**config.mk**
```make
export PLATFORM = sky130hd
export DESIGN_NAME = phy_link_port
export DESIGN_NICKNAME = d
export VERILOG_FILES = /design/src/core/link_port_pkg.sv /design/src/core/phy_link_port.sv /design/src/core/request_receiver.sv
export VERILOG_INCLUDE_DIRS = /design/src /design/src/core
export SDC_FILE = /design/constraint.sdc
export NUM_CORES = 1
export LEC_CHECK = 0
export ABC_AREA = 0
export BUFFER_PORTS_ARGS = -buffer_cell sky130_fd_sc_hd__buf_2
export CORE_UTILIZATION = 55
export CTS_CLUSTER_SIZE = 10
export DETAILED_ROUTE_END_ITERATION = 10
export GPL_ROUTABILITY_DRIVEN = 0
export PLACE_DENSITY = 0.73
export SETUP_SLACK_MARGIN = 0.02
export SYNTH_ARGS = -nofsm -noshare
export SYNTH_HDL_FRONTEND = slang
export SYNTH_HIERARCHICAL = 1
export SYNTH_SLANG_ARGS = --single-unit
```
**constraint.sdc**
```tcl
create_clock -name sys_clk -period 6.6 [get_ports sys_clk]
set_input_delay 0.33 -clock sys_clk [delete_from_list [all_inputs] [get_ports sys_clk]]
set_output_delay 0.33 -clock sys_clk [all_outputs]
set_load 0.01 [all_outputs]
```
**src/core/link_port_cfg.svh**
```systemverilog
/*
 Constants for the PHY-side link port: control pair encodings, request
 stream layout, status word layout and timing counts.
 Assumes inclusion by bare name from core files.
*/
`ifndef LINK_PORT_CFG_SVH
`define LINK_PORT_CFG_SVH

// PHY-driven control pair states
`define PHY_CTL_IDLE      2'h0
`define PHY_CTL_STATUS    2'h1
`define PHY_CTL_RECEIVE   2'h2
`define PHY_CTL_TRANSMIT  2'h3
// Link-driven control pair states
`define LNK_CTL_IDLE      2'h0
`define LNK_CTL_HOLD      2'h1
`define LNK_CTL_TRANSMIT  2'h2

// Request type codes on the serial request line
`define REQ_TYPE_READ     3'h4
`define REQ_TYPE_WRITE    3'h5
`define REQ_TYPE_W        3
`define REQ_ADDR_W        4
`define REQ_DATA_W        8
// Bits following the start bit for each stream kind (type+fields+stop)
`define REQ_LEN_BUS       5'h06
`define REQ_LEN_READ      5'h08
`define REQ_LEN_WRITE     5'h10

// Status word layout
`define STAT_FLAGS_W      4
`define STAT_WORD_W       16
`define STAT_BIT_ARB_GAP  0
`define STAT_BIT_SUB_GAP  1
`define STAT_BIT_BUS_RST  2
`define STAT_BIT_TIMEOUT  3
`define STAT_SHORT_BEATS  3'h2
`define STAT_FULL_BEATS   3'h7
`define PHY_ID_REG_ADDR   4'h0
`define REG_COUNT         16

// Chained packet wait before the PHY re-drives transmit
`define CHAIN_WAIT_NS     160
`define CLK_PERIOD_NS     20
`define CHAIN_WAIT_CYC    (((`CHAIN_WAIT_NS) + (`CLK_PERIOD_NS) - 1) / (`CLK_PERIOD_NS))

`endif

```
**src/core/link_port_pkg.sv**
```systemverilog
/*
 Types for the PHY-side link port.
 Assumes the cfg header is compiled alongside.
*/
`default_nettype none
package link_port_pkg;
  typedef logic [1:0] ctl_t;
  typedef logic [3:0] reg_addr_t;
  typedef logic [7:0] reg_data_t;
  typedef enum logic [2:0] {
    PORT_IDLE    = 3'h0,
    PORT_STATUS  = 3'h1,
    PORT_GAP     = 3'h2,
    PORT_GRANT   = 3'h3,
    PORT_GRANT_I = 3'h4,
    PORT_LINK    = 3'h5,
    PORT_CHAIN   = 3'h6,
    PORT_RECV    = 3'h7
  } port_state_t;
endpackage : link_port_pkg
`default_nettype wire

```
**src/core/phy_link_port.sv**
```systemverilog
/*
 PHY side of the parallel link interface: register requests, status
 transfers, grants and link-driven transmission with hold and chaining.
 Assumes the link controller runs on the same sys_clk and that bus events,
 arbitration outcome come from the PHY core as pulses and packet arrival as a level.
*/
`include "link_port_cfg.svh"
`default_nettype none
module phy_link_port (
  input  wire logic                 sys_clk,             // System clock, 50 MHz
  input  wire logic                 resetn,              // Async reset, active low
  input  wire logic                 serial_request_line, // Link request stream
  input  wire logic [1:0]           control_pair_in,     // Control pair as driven by link
  output logic      [1:0]           control_pair_out,    // Control pair driven by PHY
  output logic                      control_pair_oe,     // High while PHY drives control
  input  wire logic [3:0]           parallel_data_in,    // Data lines from link
  output logic      [3:0]           parallel_data_out,   // Data lines from PHY
  output logic                      parallel_data_oe,    // High while PHY drives data
  input  wire logic                 arb_gap_evt,         // Arbitration-reset gap seen
  input  wire logic                 sub_gap_evt,         // Subaction gap seen
  input  wire logic                 bus_reset_evt,       // Bus reset state entered
  input  wire logic                 timeout_evt,         // State timeout or power loss
  input  wire logic                 self_id_done,        // Self-ID completed
  input  wire logic                 power_on_flag,       // Power-on reset in progress
  input  wire logic                 packet_arrival,      // Incoming packet, level
  input  wire logic                 arb_won,             // Arbitration won, pulse
  input  wire logic [7:0]           phy_id_value,        // Physical-ID register content
  output logic                      arb_request_q,       // Arbitrate for the link
  output logic                      data_on_q,           // Hold bus with data-on
  output logic                      tx_active_q,         // Link packet in progress
  output logic      [3:0]           tx_data_q,           // Link packet data captured
  output logic                      reg_wr_q,            // Register written, pulse
  output link_port_pkg::reg_addr_t  reg_wr_addr_q,       // Register address written
  output link_port_pkg::reg_data_t  reg_wr_data_q        // Register data written
);
  import link_port_pkg::*;

  port_state_t state_q, state_d;
  logic        bus_req, rd_req, wr_req;
  reg_addr_t   rq_addr;
  reg_data_t   rq_data;
  reg_data_t   regs_q [`REG_COUNT];
  logic [3:0]  flags_q;
  logic        full_pend_q;
  reg_addr_t   full_addr_q;
  logic        selfid_pend_q;
  logic        extra_selfid_q;
  logic [2:0]  beat_q;
  logic [2:0]  beats_q;
  logic [15:0] word_q;
  logic [3:0]  wait_q;
  logic [1:0]  ctl_q;
  logic        ctl_oe_q;
  logic [3:0]  dout_q;
  logic        dout_oe_q;

  request_receiver u_req (
    .sys_clk             (sys_clk),
    .resetn              (resetn),
    .serial_request_line (serial_request_line),
    .bus_req_q           (bus_req),
    .rd_req_q            (rd_req),
    .wr_req_q            (wr_req),
    .req_addr_q          (rq_addr),
    .req_data_q          (rq_data)
  );

  // Anything to report; short flags pending, a register read-back or a self-ID report
  wire        flag_pend = |flags_q;
  wire        want_stat = flag_pend || full_pend_q || selfid_pend_q;
  wire        link_hold = (control_pair_in == `LNK_CTL_HOLD);
  wire        link_tx   = (control_pair_in == `LNK_CTL_TRANSMIT);
  wire        link_idle = (control_pair_in == `LNK_CTL_IDLE);
  wire        stat_last = (beat_q == beats_q - 3'h1);
  wire        chain_done = (wait_q == 4'(`CHAIN_WAIT_CYC));
  // Register reported: self-ID forces the physical-ID register
  wire [3:0]  rep_addr  = selfid_pend_q ? `PHY_ID_REG_ADDR : full_addr_q;
  wire [7:0]  rep_data  = (rep_addr == `PHY_ID_REG_ADDR) ? phy_id_value : regs_q[full_addr_q];
  wire [15:0] new_word  = {rep_data, rep_addr, flags_q};
  wire        new_full  = full_pend_q || selfid_pend_q;

  // Port sequencing; receive and grant take priority over status
  always_comb begin
    state_d = state_q;
    case (state_q)
      PORT_IDLE: begin
        if (packet_arrival) state_d = PORT_RECV;
        else if (arb_won) state_d = PORT_GRANT;
        else if (want_stat) state_d = PORT_STATUS;
      end
      PORT_STATUS: begin
        if (packet_arrival) state_d = PORT_RECV;
        else if (stat_last) state_d = PORT_GAP;
      end
      PORT_GAP: state_d = packet_arrival ? PORT_RECV : PORT_IDLE;
      PORT_GRANT: state_d = PORT_GRANT_I;
      PORT_GRANT_I: state_d = PORT_LINK;
      PORT_LINK: begin
        if (link_idle && (tx_active_q || data_on_q)) state_d = PORT_IDLE;
        else if (link_hold && tx_active_q) state_d = PORT_CHAIN;
      end
      PORT_CHAIN: if (chain_done) state_d = PORT_LINK;
      PORT_RECV: if (!packet_arrival) state_d = PORT_IDLE;
      default: state_d = PORT_IDLE;
    endcase
  end

  always_ff @(posedge sys_clk or negedge resetn) begin
    if (!resetn) state_q <= PORT_IDLE;
    else state_q <= state_d;
  end

  // Register store: written once the whole stream is in
  generate
    for (genvar i = 0; i < `REG_COUNT; i++) begin : g_reg
      always_ff @(posedge sys_clk or negedge resetn) begin
        if (!resetn) regs_q[i] <= 8'h00;
        else if (wr_req && rq_addr == 4'(i)) regs_q[i] <= rq_data;
      end
    end
  endgenerate

  always_ff @(posedge sys_clk or negedge resetn) begin
    if (!resetn) begin
      reg_wr_q      <= 1'b0;
      reg_wr_addr_q <= 4'h0;
      reg_wr_data_q <= 8'h00;
    end else begin
      reg_wr_q      <= wr_req;
      reg_wr_addr_q <= wr_req ? rq_addr : reg_wr_addr_q;
      reg_wr_data_q <= wr_req ? rq_data : reg_wr_data_q;
    end
  end

  // Pending status; an event in the sending cycle is kept, set wins
  wire stat_start = (state_q == PORT_IDLE) && (state_d == PORT_STATUS);
  wire stat_ok    = (state_q == PORT_STATUS) && stat_last && !packet_arrival;
  always_ff @(posedge sys_clk or negedge resetn) begin
    if (!resetn) begin
      flags_q        <= 4'h0;
      full_pend_q    <= 1'b0;
      full_addr_q    <= 4'h0;
      selfid_pend_q  <= 1'b0;
      extra_selfid_q <= 1'b0;
    end else begin
      flags_q[`STAT_BIT_ARB_GAP] <= arb_gap_evt ||
        (flags_q[`STAT_BIT_ARB_GAP] && !(stat_ok && word_q[`STAT_BIT_ARB_GAP]));
      flags_q[`STAT_BIT_SUB_GAP] <= sub_gap_evt ||
        (flags_q[`STAT_BIT_SUB_GAP] && !(stat_ok && word_q[`STAT_BIT_SUB_GAP]));
      flags_q[`STAT_BIT_BUS_RST] <= bus_reset_evt ||
        (flags_q[`STAT_BIT_BUS_RST] && !(stat_ok && word_q[`STAT_BIT_BUS_RST]));
      flags_q[`STAT_BIT_TIMEOUT] <= timeout_evt ||
        (flags_q[`STAT_BIT_TIMEOUT] && !(stat_ok && word_q[`STAT_BIT_TIMEOUT]));
      // Read-back stays pending until delivered whole
      if (rd_req) begin
        full_pend_q <= 1'b1;
        full_addr_q <= rq_addr;
      end else if (stat_ok && beats_q == `STAT_FULL_BEATS + 3'h1 && !selfid_pend_q) begin
        full_pend_q <= 1'b0;
      end
      // Power-on self-ID is reported twice, later ones once
      if (self_id_done) begin
        selfid_pend_q  <= 1'b1;
        extra_selfid_q <= power_on_flag;
      end else if (stat_ok && selfid_pend_q && word_q[7:4] == `PHY_ID_REG_ADDR
                   && beats_q == `STAT_FULL_BEATS + 3'h1) begin
        selfid_pend_q  <= extra_selfid_q;
        extra_selfid_q <= 1'b0;
      end
    end
  end

  // Status word is latched at start; a cut transfer restarts from beat 0
  always_ff @(posedge sys_clk or negedge resetn) begin
    if (!resetn) begin
      beat_q  <= 3'h0;
      beats_q <= 3'h0;
      word_q  <= 16'h0000;
    end else if (stat_start) begin
      beat_q  <= 3'h0;
      beats_q <= new_full ? `STAT_FULL_BEATS + 3'h1 : `STAT_SHORT_BEATS;
      word_q  <= new_full ? new_word : {12'h000, flags_q};
    end else if (state_q == PORT_STATUS) begin
      beat_q <= beat_q + 3'h1;
    end else begin
      beat_q <= 3'h0;
    end
  end

  // Chain wait counter
  always_ff @(posedge sys_clk or negedge resetn) begin
    if (!resetn) wait_q <= 4'h0;
    else if (state_q == PORT_CHAIN) wait_q <= wait_q + 4'h1;
    else wait_q <= 4'h0;
  end

  // Link-side transmission tracking; same speed across chain is the link's duty
  always_ff @(posedge sys_clk or negedge resetn) begin
    if (!resetn) begin
      arb_request_q <= 1'b0;
      data_on_q     <= 1'b0;
      tx_active_q   <= 1'b0;
      tx_data_q     <= 4'h0;
    end else begin
      if (bus_req) arb_request_q <= 1'b1;
      else if (arb_won) arb_request_q <= 1'b0;
      data_on_q   <= (state_q == PORT_LINK || state_q == PORT_CHAIN) && link_hold;
      tx_active_q <= (state_q == PORT_LINK) && link_tx;
      tx_data_q   <= link_tx ? parallel_data_in : 4'h0;
    end
  end

  // Pin drive; PHY releases the pair while the link owns it
  wire [1:0] ctl_d = (state_d == PORT_STATUS) ? `PHY_CTL_STATUS :
                     (state_d == PORT_RECV)   ? `PHY_CTL_RECEIVE :
                     (state_d == PORT_GRANT)  ? `PHY_CTL_TRANSMIT :
                     (state_q == PORT_CHAIN && chain_done) ? `PHY_CTL_TRANSMIT :
                     `PHY_CTL_IDLE;
  wire       oe_d  = (state_d != PORT_LINK && state_d != PORT_CHAIN) ||
                     (state_q == PORT_CHAIN && chain_done);
  wire [15:0] start_word = new_full ? new_word : {12'h000, flags_q};
  wire [1:0] first_bits = start_word[1:0];
  wire [1:0] next_bits  = word_q[{beat_q + 3'h1, 1'b0} +: 2];
  wire [3:0] dout_d = (state_d == PORT_RECV) ? 4'hF :
                      (stat_start) ? {first_bits, 2'b00} :
                      (state_d == PORT_STATUS) ? {next_bits, 2'b00} : 4'h0;

  always_ff @(posedge sys_clk or negedge resetn) begin
    if (!resetn) begin
      ctl_q     <= `PHY_CTL_IDLE;
      ctl_oe_q  <= 1'b1;
      dout_q    <= 4'h0;
      dout_oe_q <= 1'b1;
    end else begin
      ctl_q     <= ctl_d;
      ctl_oe_q  <= oe_d;
      dout_q    <= dout_d;
      dout_oe_q <= oe_d;
    end
  end

  assign control_pair_out  = ctl_q;
  assign control_pair_oe   = ctl_oe_q;
  assign parallel_data_out = dout_q;
  assign parallel_data_oe  = dout_oe_q;
endmodule : phy_link_port
`default_nettype wire

```
**src/core/request_receiver.sv**
```systemverilog
/*
 Deserialiser for request streams on the serial request line.
 Assumes the line is synchronous to sys_clk and idles low.
*/
`include "link_port_cfg.svh"
`default_nettype none
module request_receiver (
  input  wire logic                    sys_clk,      // System clock
  input  wire logic                    resetn,       // Async reset, active low
  input  wire logic                    serial_request_line, // Request stream in
  output logic                         bus_req_q,    // Bus request seen, one pulse
  output logic                         rd_req_q,     // Read request seen, one pulse
  output logic                         wr_req_q,     // Write request seen, one pulse
  output link_port_pkg::reg_addr_t     req_addr_q,   // Addressed register
  output link_port_pkg::reg_data_t     req_data_q    // Write data byte
);
  import link_port_pkg::*;

  logic        busy_q;
  logic [4:0]  cnt_q;
  logic [15:0] shift_q;
  logic [4:0]  len_q;

  // Length follows the type code once its three bits are in
  wire [2:0]  type_w   = shift_q[2:0];
  wire        type_in  = busy_q && (cnt_q == 5'h04);
  wire [4:0]  len_sel  = (type_w == `REQ_TYPE_READ)  ? `REQ_LEN_READ :
                         (type_w == `REQ_TYPE_WRITE) ? `REQ_LEN_WRITE : `REQ_LEN_BUS;
  wire [4:0]  len_w    = type_in ? len_sel : len_q;
  wire        last_bit = busy_q && (cnt_q == len_w);
  wire [2:0]  rx_type  = (len_w == `REQ_LEN_WRITE) ? shift_q[14:12] :
                         (len_w == `REQ_LEN_READ)  ? shift_q[6:4] : shift_q[4:2];

  // Streams are taken at any time, whatever the port state
  always_ff @(posedge sys_clk or negedge resetn) begin
    if (!resetn) begin
      busy_q     <= 1'b0;
      cnt_q      <= 5'h00;
      shift_q    <= 16'h0000;
      len_q      <= 5'h00;
      bus_req_q  <= 1'b0;
      rd_req_q   <= 1'b0;
      wr_req_q   <= 1'b0;
      req_addr_q <= 4'h0;
      req_data_q <= 8'h00;
    end else begin
      bus_req_q <= 1'b0;
      rd_req_q  <= 1'b0;
      wr_req_q  <= 1'b0;
      if (!busy_q) begin
        busy_q <= serial_request_line; // Start bit of 1
        cnt_q  <= 5'h01;
      end else begin
        shift_q <= {shift_q[14:0], serial_request_line};
        cnt_q   <= cnt_q + 5'h01;
        len_q   <= len_w;
        if (last_bit) begin
          // Stop bit is this sample, not yet shifted in; fields end at bit 0
          busy_q     <= 1'b0;
          bus_req_q  <= (len_w == `REQ_LEN_BUS) && !rx_type[2];
          rd_req_q   <= (len_w == `REQ_LEN_READ) && (rx_type == `REQ_TYPE_READ);
          wr_req_q   <= (len_w == `REQ_LEN_WRITE) && (rx_type == `REQ_TYPE_WRITE);
          req_addr_q <= (len_w == `REQ_LEN_WRITE) ? shift_q[11:8] : shift_q[3:0];
          req_data_q <= shift_q[7:0];
        end
      end
    end
  end
endmodule : request_receiver
`default_nettype wire

```
== After elaboration in Yosys (flattened, before gate mapping) ==
Index checks and enable logic that the tools add are counted.

* Latch bits: 0
* Word-level logic and storage cells: 215
* Flip-flop bits (word level): 236
* Memory bits (writable): 0
* Bits of input ports: 25
* Memories kept: 0
* ROM bits: 0
* Output and inout port bits: 28

* Add/sub/neg operators: 4
* Bitwise gates (word level): 1
* Order comparisons: 1
* Divide/modulo/power cells: 0
* Shifts and indexed selects: 1
* Reductions and logical operators: 71
* Equality and inequality tests: 40
* Multiply operators: 0
* Multiplexer cells: 52

{| class="wikitable"
|+ Operators with widths
! cell !! count
|-
| 1-bit logical AND || 43
|-
| 3-bit two-way mux || 14
|-
| 4-bit == test (second input constant) || 9
|-
| 8-bit binary-select mux with 4-bit select || 1
|-
| 4-bit two-way mux || 7
|-
| 3-bit == test (second input constant) || 9
|-
| 8-bit two-way mux || 3
|-
| 3-bit one-hot mux with 8 select lines || 1
|-
| 5-bit two-way mux || 4
|-
| 4-bit by 3-bit == test with 1-bit output (second input constant) || 4
|-
| 1-bit two-way mux || 16
|-
| 16-bit two-way mux || 1
|-
| 16-bit by 5-bit variable part select with 2-bit output || 1
|-
| 4-bit logical NOT || 3
|-
| 5-bit by 3-bit == test with 1-bit output (second input constant) || 2
|-
| 1-bit logical OR || 10
|-
| 2-bit two-way mux || 5
|-
| 3-bit by 2-bit == test with 1-bit output (second input constant) || 3
|-
| 4-bit by 2-bit == test with 1-bit output (second input constant) || 2
|-
| 1-bit logical NOT || 7
|-
| 3-bit by 1-bit == test with 1-bit output (second input constant) || 2
|-
| 3-bit logical NOT || 2
|-
| 3-bit != test (second input constant) || 2
|-
| 2-bit nonzero test || 3
|-
| 16 further kinds || 16
|}

== Logic depth before layout (Yosys ltp) ==
Gate-level depths: netlist of the first run.

* Depth in word-level cells: 11
* Gate-level depth with buffers: 9
* Mapped depth without buffers: 8

== Modules after synthesis ==
The synthesis of the first run kept the hierarchy.

{| class="wikitable"
|+ Modules (own cells, without submodules)
! module !! cells each !! sequential area each (µm²) !! instances !! area each (µm²)
|-
| phy_link_port || 603 || 4805.9 || 1 || 8878.5
|-
| request_receiver || 159 || 1026.0 || 1 || 1878.1
|}

== Worst setup path after synthesis of the first run ==
No wires, ideal clock.

* Path type: flip-flop to flip-flop
* Start point: register u_req.cnt_q[0]
* End point: register u_req.req_data_q[2]
* Arrival: 2.160 ns
* Buffers on the path: 1
* Stages on the path, launching flop included: 9
* Required time: 6.472 ns
* Period minus slack after synthesis: 2.288 ns
* Setup slack: 4.312 ns
* Cell sequence: dfrtp_1 > inv_1 > ha_1 > nand2b_1 > o311ai_1 > o2111ai_1 > nor4_4 > buf_4 > mux2_1

* Cells in the longest elaborated chain, start to end: 6

{| class="wikitable"
|+ RTL lines
! element !! line !! text
|-
| from (decl) || request_receiver.sv:20 || <nowiki>logic [4:0] cnt_q;</nowiki>
|-
| from (signal assigned) || request_receiver.sv:55 || <nowiki>cnt_q <= cnt_q + 5'h01;</nowiki>
|-
| 5-bit by 3-bit == test with 1-bit output || request_receiver.sv:26 || <nowiki>wire type_in = busy_q && (cnt_q == 5'h04);</nowiki>
|-
| 1-bit logical AND || request_receiver.sv:26 ||
|-
| 5-bit two-way mux || request_receiver.sv:29 || <nowiki>wire [4:0] len_w = type_in ? len_sel : len_q;</nowiki>
|-
| 5-bit == test (*) || request_receiver.sv:30 || <nowiki>wire last_bit = busy_q && (cnt_q == len_w);</nowiki>
|-
| 1-bit logical AND (*) || request_receiver.sv:30 ||
|-
| 2-bit AND reduction (no line) (*) || - ||
|-
| to (signal assigned) || request_receiver.sv:64 || <nowiki>req_data_q <= shift_q[7:0];</nowiki>
|-
| to (decl) || request_receiver.sv:15 || <nowiki>output link_port_pkg::reg_data_t req_data_q</nowiki>
|}

Every way passes the cells marked *; elsewhere a longest branch is shown, timed or not.
A chain may end at the register's enable or synchronous reset.

== Worst setup path after layout of the first run ==
* Start point: register u_req.busy_q
* End point: register u_req.req_addr_q[1]

* Cells in the longest elaborated chain, start to end: 5
* Elaborated cells on any way between the ends: 7
* Those cells by class: eq/ne (2); mux (2); reduce/logical (3)

{| class="wikitable"
|+ RTL lines
! element !! line !! text
|-
| from (decl) || request_receiver.sv:19 || <nowiki>logic busy_q;</nowiki>
|-
| from (signal assigned) || request_receiver.sv:51 || <nowiki>busy_q <= serial_request_line;</nowiki>
|-
| 1-bit logical AND || request_receiver.sv:26 ||
|-
| 5-bit two-way mux || request_receiver.sv:29 ||
|-
| 5-bit == test || request_receiver.sv:30 ||
|-
| 1-bit logical AND || request_receiver.sv:30 ||
|-
| 2-bit AND reduction (no line) || - ||
|-
| to (signal assigned) || request_receiver.sv:63 || <nowiki>req_addr_q <= (len_w == `REQ_LEN_WRITE) ? shift_q[11:8] : shift_q[3:0];</nowiki>
|-
| to (decl) || request_receiver.sv:14 || <nowiki>output link_port_pkg::reg_addr_t req_addr_q,</nowiki>
|}

Parallel ways exist; a longest one is shown, timed or not.

==> results of run 1 <==
## worst max-delay path: stages (launching register included)
cell	delay [ns]
dfrtp_1	0.90
inv_2	0.11
o311ai_1	0.33
o2111ai_1	0.21
nor4_4	0.91
mux2_2	0.42
## cells by family (layout without fill, tap and decap cells)
| kind of cell | after synthesis | after routing | synth area share [%] |
|---|---|---|---|
| xor+xnor | 10 | 10 | 0.814 |
| flops | 233 | 233 | 54.2 |
| fa+ha+maj | 5 | 5 | 0.582 |
| simple gates | 161 | 161 | 8.01 |
| compound gates | 65 | 65 | 4.80 |
| buf+inv | 69 | 131 | 3.28 |
| mux | 219 | 219 | 28.3 |
## metal layers
layer	up-vias	part of all wire, %
li1	2900	-
met1	3397	44
met2	149	51
met3	32	3.9
met4	0	1.7
met5	-	0
## final cells by class
type | instances | area, um^2 | area share [%]
clock buffers | 40 | 744 | 6.22
clock inverters | 1 | 20.0 | 0.167
inverters | 27 | 101 | 0.847
multi-input cells | 460 | 4570 | 38.2
flip-flops and latches | 233 | 5830 | 48.8
well taps | 260 | 325 | 2.72
repair buffers | 63 | 368 | 3.07
## worst max-delay path by stage
stage                     slack [ns]                         endpoint  cells after the start
final                           3.59  u_req/req_addr_q[1]$_DFFE_PN0P_                      5
after global routing            3.33  u_req/req_addr_q[2]$_DFFE_PN0P_                      5
after CTS                       3.60  u_req/req_addr_q[1]$_DFFE_PN0P_                      5
after detailed placement        3.61  u_req/req_addr_q[1]$_DFFE_PN0P_                      5
after global placement          3.74  u_req/req_data_q[1]$_DFFE_PN0P_                      5
after floorplan                 4.31  u_req/req_data_q[2]$_DFFE_PN0P_                      8
## placed cells by master (no fill, tap or decap), drive strengths merged, types with 2 or more instances in the layout
cell / Yosys / routed
dfrtp: 232 / 232
mux2: 172 / 172
buf: 21 / 57
nand2: 51 / 51
mux4: 44 / 44
clkbuf: 21 / 40
nor2: 32 / 32
o21ai: 21 / 21
inv: 19 / 20
nor3: 11 / 11
nand3: 10 / 10
nor2b: 9 / 9
clkinv: 8 / 8
o221ai: 8 / 8
nor3b: 7 / 7
a21o: 7 / 7
nand2b: 7 / 7
a21oi: 6 / 6
and2: 6 / 6
dlygate4sd3: 0 / 6
o211ai: 5 / 5
xor2: 5 / 5
xnor2: 5 / 5
ha: 5 / 5
nor4: 5 / 5
nand3b: 5 / 5
or3: 4 / 4
nand4b: 4 / 4
mux2i: 3 / 3
and4b: 2 / 2
o2111ai: 2 / 2
a221oi: 2 / 2
a32o: 2 / 2
o311ai: 2 / 2
or4: 2 / 2
o21bai: 2 / 2
## flip-flops by register name (all words and copies together) (netlist names), 2 cells and up
| register | flops |
|---|---|
| reg_wr_addr_q | 4 |
| flags_q | 4 |
| u_req/req_addr_q | 4 |
| word_q | 16 |
| tx_data_q | 4 |
| control_pair_out | 2 |
| regs_q | 128 |
| u_req/shift_q | 15 |
| full_addr_q | 4 |
| wait_q | 4 |
| u_req/req_data_q | 8 |
| u_req/len_q | 5 |
| reg_wr_data_q | 8 |
| u_req/cnt_q | 5 |
| beat_q | 3 |
| state_q | 3 |
| parallel_data_out | 3 |
## power by group through the flow
stage	Sequential (mW)	Clock, mW	Combinational [mW]
after floorplan	1.77	0	0.623
after global placement	1.97	0	0.629
after detailed placement	1.99	0	0.652
after CTS	1.97	1.33	0.660
after global routing	2.01	1.38	0.724
final	1.98	1.31	0.654
## through the flow
step           util (%)  cell area [um^2]  power [mW]
6_report           63.1             12000        3.94
5_1_grt            63.1             12000        4.12
4_1_cts            63.1             12000        3.96
3_5_place_dp       58.8             11100        2.65
3_3_place_gp       58.8             11100        2.60
2_1_floorplan         -             10800        2.40
## timing repair
item,CTS,global route
endpoints found under the setup margin,0,0
hold buffers,6,0
endpoints found under the hold margin,96,0
==> metrics.md, run 1 <==
| Metric | Value |
|---|---|
| Status | `completed` |
| Clk network pwr share | `between 30% and 40%` |
| Routed wire length | `22700 um` |
| Worst R2R Setup Slack | `approximately 3.6 ns` |
| All-Layer GR Usage | `between 20 and 25%` |
| Cts bufs inserted | `27` |
| Post-CTS Setup Inserts | `0` |
| Post-synth EDFFs | `0` |
| Total core area | `between 0.015 and 0.02 mm^2` |
| Die area | `0.0201 mm^2` |
| Hold path startpoint | `power_on_flag` |
| Critical path class | `register to register` |
| Ports | `between 50 and 60` |
| Antenna violations before repair | `0` |
| Post-synthesis instance total | `762` |
| Endpoint type of the worst setup path | `register` |
| Net Sw Power | `1.22 mW` |
| Comb power frac | `between 15 and 20%` |
| CP arrival | `3.42 ns` |
| Worst Path Max Fanout | `24` |
| RSZ-0062 raised after global routing | `no` |
| Reg2reg start | `u_req/busy_q$_DFF_PN0_` |
| M1 GR Usage | `between 30% and 40%` |
| GR peak layer | `met2` |
| Routed WL per cell | `20.9 um` |
| Avg Inst Size Synth | `~14 um^2` |
| Hold endpoint | `extra_selfid_q$_DFFE_PN0P_` |
| Vias per std cell | `5.98` |
| Grt total ovfl | `0` |
| Area delta synth->final | `11.2%` |
| Max Root-Sink Buffers | `3` |
| Clock-pin slew on the worst setup and hold paths | `0.06 ns` |
| Die Wd | `~140 um` |
| CTS Sinks | `~230` |
| Area share of the largest cell type after synthesis | `between 50% and 60%` |
| Placed cells | `1037` |
| Distinct cell type count after synthesis | `65` |
| Met3 usage | `3.54%` |
| Deepest level of the CTS H-tree | `1` |
| Synth async-reset ratio | `100%` |
| Post-synthesis register bit count | `233` |
| Post-cts sizing count | `0` |
| Final Worst Setup Slack | `3.59 ns` |
| 1st-pass router iterations | `5` |
| Most numerous cell in the Yosys netlist | `dfrtp_1` |
| First DRT Iteration DRCs | `358` |
| Die Height | `142 um` |
| Detailed Place HPWL | `15300 um` |
| Vias | `6478` |
| Synth warnings | `6` |
| Placement Rows | `50` |
| Share of layout cells above drive strength 1 | `35.1%` |
| Worst-case vdd ir drop | `around 0.24 mV` |
| Slew HR | `28.9%` |
| Reg2reg path depth | `5` |
| Post-synth top cells | `dfrtp_1, mux2_2, nand2_1` |
| Top cells by area, synth | `dfrtp_1, mux2_2, mux4_1` |
| NumNets Final | `842` |
| Final Critical Period | `3.01 ns` |
| CP startpoint | `u_req/busy_q$_DFF_PN0_` |
| Final hold violations | `0` |
| Reg2Reg Capture Point | `u_req/req_addr_q[1]$_DFFE_PN0P_` |
| Initial Util | `56.7%` |
| Filler cells | `1410` |
| Sw Ratio | `31.0%` |
| CTS tree | `done` |
| Number of remaining DRC errors | `0` |
| Part of the Yosys area used for sequential elements | `54.2%` |
| Largest net degree at the start of global routing | `95` |
| Number of diodes | `0` |
| Place WS | `approximately 3.6 ns` |
| Slew @ Worst Pin | `1.06 ns` |
| Max-slew violation count | `0` |
| Power density over the cells | `between 300 and 400 mW/mm^2` |
| Area leader, netlist | `dfrtp_1` |
| Hold Slack | `0.00772 ns` |
| Worst-skew pair later-pin latency | `0.53 ns` |
| Final ANT Viol Nets | `0` |
| Post-Route Skew | `0.0103 ns` |
| Number of global-route vias before repair | `between 6000 and 7000` |
| Cell area after synthesis | `~0.011 mm^2` |
| Fin crit share | `45.6%` |
| Root buf cell | `clkbuf_16` |
| Sequential power share | `50.2%` |
| Fin Setup TNS | `0 ns` |
| Max-cap violations | `0` |
| Worst Hold Depth | `3` |
| # port buffers | `52` |
| Post-Syn Nets | `between 700 and 800` |
| Critical Path RT | `7.01 ns` |
| FMAX | `0.332 GHz` |
| Setup violators final | `0` |
| LEAKAGE | `5.71 nW` |
| Fin cells | `1084` |
| Setup crit start kind | `register` |
| Ys flop type | `dfrtp_1` |
| First-pass GRT wire length | `~37000 um` |
| Int Power | `between 2 and 3 mW` |
| Met2 usage | `between 40% and 50%` |
| Worst Hold Class | `primary input to register` |
No activity file was read; power rests on OpenSTA's default activity.
==> inputs of run 2 (changes only) <==
Clock period 6.6 ns to 3.1 ns, I/O delays scaled along.
==> metrics.md, run 2 (synthesis results as in run 1) <==
| Metric | Value |
|---|---|
| Detailed Place HPWL | `14600 um (-4.6%)` |
| Routed wire length | `22400 um (-1.0%)` |
| Met2 usage | `40.5% (-1.2 points)` |
| CP top delay family | `simple AND/OR/NAND/NOR gates` |
| Most common cell after layout, fill and taps aside | `dfrtp_1` |
| Initial Util | `56.7% (unchanged)` |
| Worst Path Max Fanout | `10 (-58%)` |
| Sequential power share | `49.6% (-0.6 points)` |
| Deepest level of the CTS H-tree | `1 (unchanged)` |
| Max Root-Sink Buffers | `3 (unchanged)` |
| Most frequent cells in the layout | `dfrtp_1, mux2_2, nand2_1, buf_2, nor2_1` |
| Worst-skew pair later-pin latency | `0.53 ns (about the same)` |
| Final Critical Period | `2.65 ns (-0.364 ns)` |
| Most flops, register | `regs_q` |
| Number of diodes | `0 (unchanged)` |
| Endpoint type of the worst setup path | `register` |
| Largest net degree at the start of global routing | `120 (+26%)` |
| Sw Ratio | `31.1% (+0.039 points)` |
| Reg2reg path depth | `8 (+3)` |
| Die area | `0.0201 mm^2 (unchanged)` |
| Vias | `6591 (+1.7%)` |
| Met3 usage | `3.34% (-0.20 points)` |
| Root buf cell | `clkbuf_16` |
| Number of global-route vias before repair | `6982 (+2.3%)` |
| LEAKAGE | `5.82 nW (+1.9%)` |
| Post-CTS Hold Fix Bufs | `24 (+18)` |
| Fin Setup TNS | `0 ns (unchanged)` |
| Worst-case vdd ir drop | `0.534 mV (+130%)` |
| Status | `completed` |
| Power density over the cells | `688 mW/mm^2 (+110%)` |
| Int Power | `5.80 mW (+110%)` |
| Post-Route Skew | `0.0177 ns (+0.00741 ns)` |
| Filler cells | `1374 (-2.6%)` |
| NumNets Final | `865 (+2.7%)` |
| Post-cts sizing count | `0 (unchanged)` |
| CP bufs+invs | `2 (+1)` |
| Placement Rows | `50 (unchanged)` |
| Placed cells | `1042 (+0.48%)` |
| Slew HR | `37.9% (+8.9 points)` |
| Ports | `53 (unchanged)` |
| Slew @ Worst Pin | `0.932 ns (-0.130 ns)` |
| CP arrival | `3.05 ns (-0.37 ns)` |
| GR peak layer | `met2` |
| Worst Hold Class | `primary input to register` |
| Critical path class | `register to register` |
| M1 GR Usage | `31.6% (-0.72 points)` |
| Worst path depth | `8 (+3)` |
| Clock-pin slew on the worst setup and hold paths | `0.05 ns (about the same)` |
| Cell Chain, Critical Path | `inv_1, ha_1, nand2b_1, o311ai_1, o2111ai_1, nor4_4, buf_4, mux2_2` |
| Fin crit share | `85.4% (+40 points)` |
| # port buffers | `52 (unchanged)` |
| Setup violators final | `0 (unchanged)` |
| Final ANT Viol Nets | `0 (unchanged)` |
| Max-cap violations | `0 (unchanged)` |
| Number of remaining DRC errors | `0 (unchanged)` |
| Worst path max stage delay | `0.57 ns (-0.34 ns)` |
| Total core area | `0.0190 mm^2 (unchanged)` |
| Max-slew violation count | `0 (unchanged)` |
| Grt total ovfl | `0 (unchanged)` |
| All-Layer GR Usage | `23.6% (-0.45 points)` |
| Cts bufs inserted | `27 (unchanged)` |
| Comb power frac | `17.4% (+0.8 points)` |
| Die Wd | `142 um (unchanged)` |
| Routed WL per cell | `20.2 um (-3.3%)` |
| Clk network pwr share | `33.0% (-0.2 points)` |
| Vias per std cell | `5.94 (-0.64%)` |
| CTS Sinks | `233 (unchanged)` |
| Final hold violations | `0 (unchanged)` |
| Antenna violations before repair | `1 (+1)` |
| Max FFs per register | `128 (unchanged)` |
| FMAX | `0.378 GHz (+14%)` |
| Area delta synth->final | `13.6%` |
| Post-CTS Setup Inserts | `0 (unchanged)` |
| RSZ-0062 raised after global routing | `no` |
| Fin cells | `1110 (+2.4%)` |
| Share of layout cells above drive strength 1 | `34.5% (-0.60 points)` |
| First DRT Iteration DRCs | `339 (-5.3%)` |
| First-pass GRT wire length | `37000 um (-0.80%)` |
| Critical Path RT | `3.51 ns (-3.50 ns)` |
| Slowest CP cell | `nor4_4` |
| Worst Hold Depth | `3 (unchanged)` |
| Die Height | `142 um (unchanged)` |
| Top flop regs | `regs_q: 128 flops, word_q: 16 flops, u_req/shift_q: 15 flops` |
| Net Sw Power | `2.61 mW (+110%)` |
| 1st-pass router iterations | `5 (unchanged)` |
| Setup crit start kind | `register` |
| CTS tree | `done` |
==> run 2: changes by cell type in the layout (fill, tap and decap cells not counted), sizes merged <==
cell	previous run	this run
buf	57	62
clkbuf	40	43
dlygate4sd3	6	24
==> run 2: final timing paths <==
path	slack, ns	end	from
worst max-delay path	0.45	u_req/req_addr_q[2]$_DFFE_PN0P_	u_req/cnt_q[0]$_DFF_PN0_
worst min register to register	0.47	arb_request_q$_DFFE_PN0P_	arb_request_q$_DFFE_PN0P_
worst min-delay path	0.22	state_q[1]$_DFF_PN0_	packet_arrival
worst max register to register	0.45	u_req/req_addr_q[2]$_DFFE_PN0P_	u_req/cnt_q[0]$_DFF_PN0_
max in group asynchronous	1.92	u_req/shift_q[5]$_DFFE_PN0P_	resetn
min in group asynchronous	0.28	state_q[0]$_DFF_PN0_	resetn
==> run 2: power groups by stage <==
| stage | logic [mW] | clock network, mW | registers (mW) |
|---|---|---|---|
| after detailed placement | 1.44 | 0 | 4.21 |
| after global routing | 1.62 | 2.94 | 4.26 |
| after CTS | 1.47 | 2.82 | 4.17 |
| after global placement | 1.37 | 0 | 4.17 |
| final | 1.46 | 2.77 | 4.18 |
| after floorplan | 1.33 | 0 | 3.78 |
==> run 2: stage by stage <==
stage          power (mW)  cell area, um^2  hold WS, ns  util (%)  setup slack [ns]
3_5_place_dp         5.65            11200        0.298      59.2             0.472
5_1_grt              8.82            12200        0.248      64.5             0.219
3_3_place_gp         5.55            11200        0.282      59.2             0.639
6_report             8.41            12200        0.215      64.5             0.452
2_1_floorplan        5.11            10800       -0.141         -             0.812
4_1_cts              8.47            12200        0.171      64.5             0.452
==> run 2: tightest hold or removal path, cell delays in order <==
cell	delay (ns)
buf_2	0.18
o21ai_0	0.18
o311ai_2	0.17
==> run 2: final cells by class <==
| cell class | instances | area (um^2) | share of cell area (%) |
|---|---|---|---|
| multi-input cells | 460 | 4570 | 37.4 |
| well taps | 260 | 325 | 2.66 |
| clock inverters | 1 | 8.76 | 0.0717 |
| flip-flops and latches | 233 | 5830 | 47.7 |
| clock buffers | 43 | 746 | 6.10 |
| inverters | 27 | 101 | 0.829 |
| repair buffers | 86 | 636 | 5.20 |
==> run 2: per-layer routing <==
layer	vias up	part of all wire (%)	wire length, um
met5	-	0.058	13
met4	2	1.8	409
met3	34	3.9	885
met2	159	51	11400
met1	3454	43	9760
li1	2942	-	-
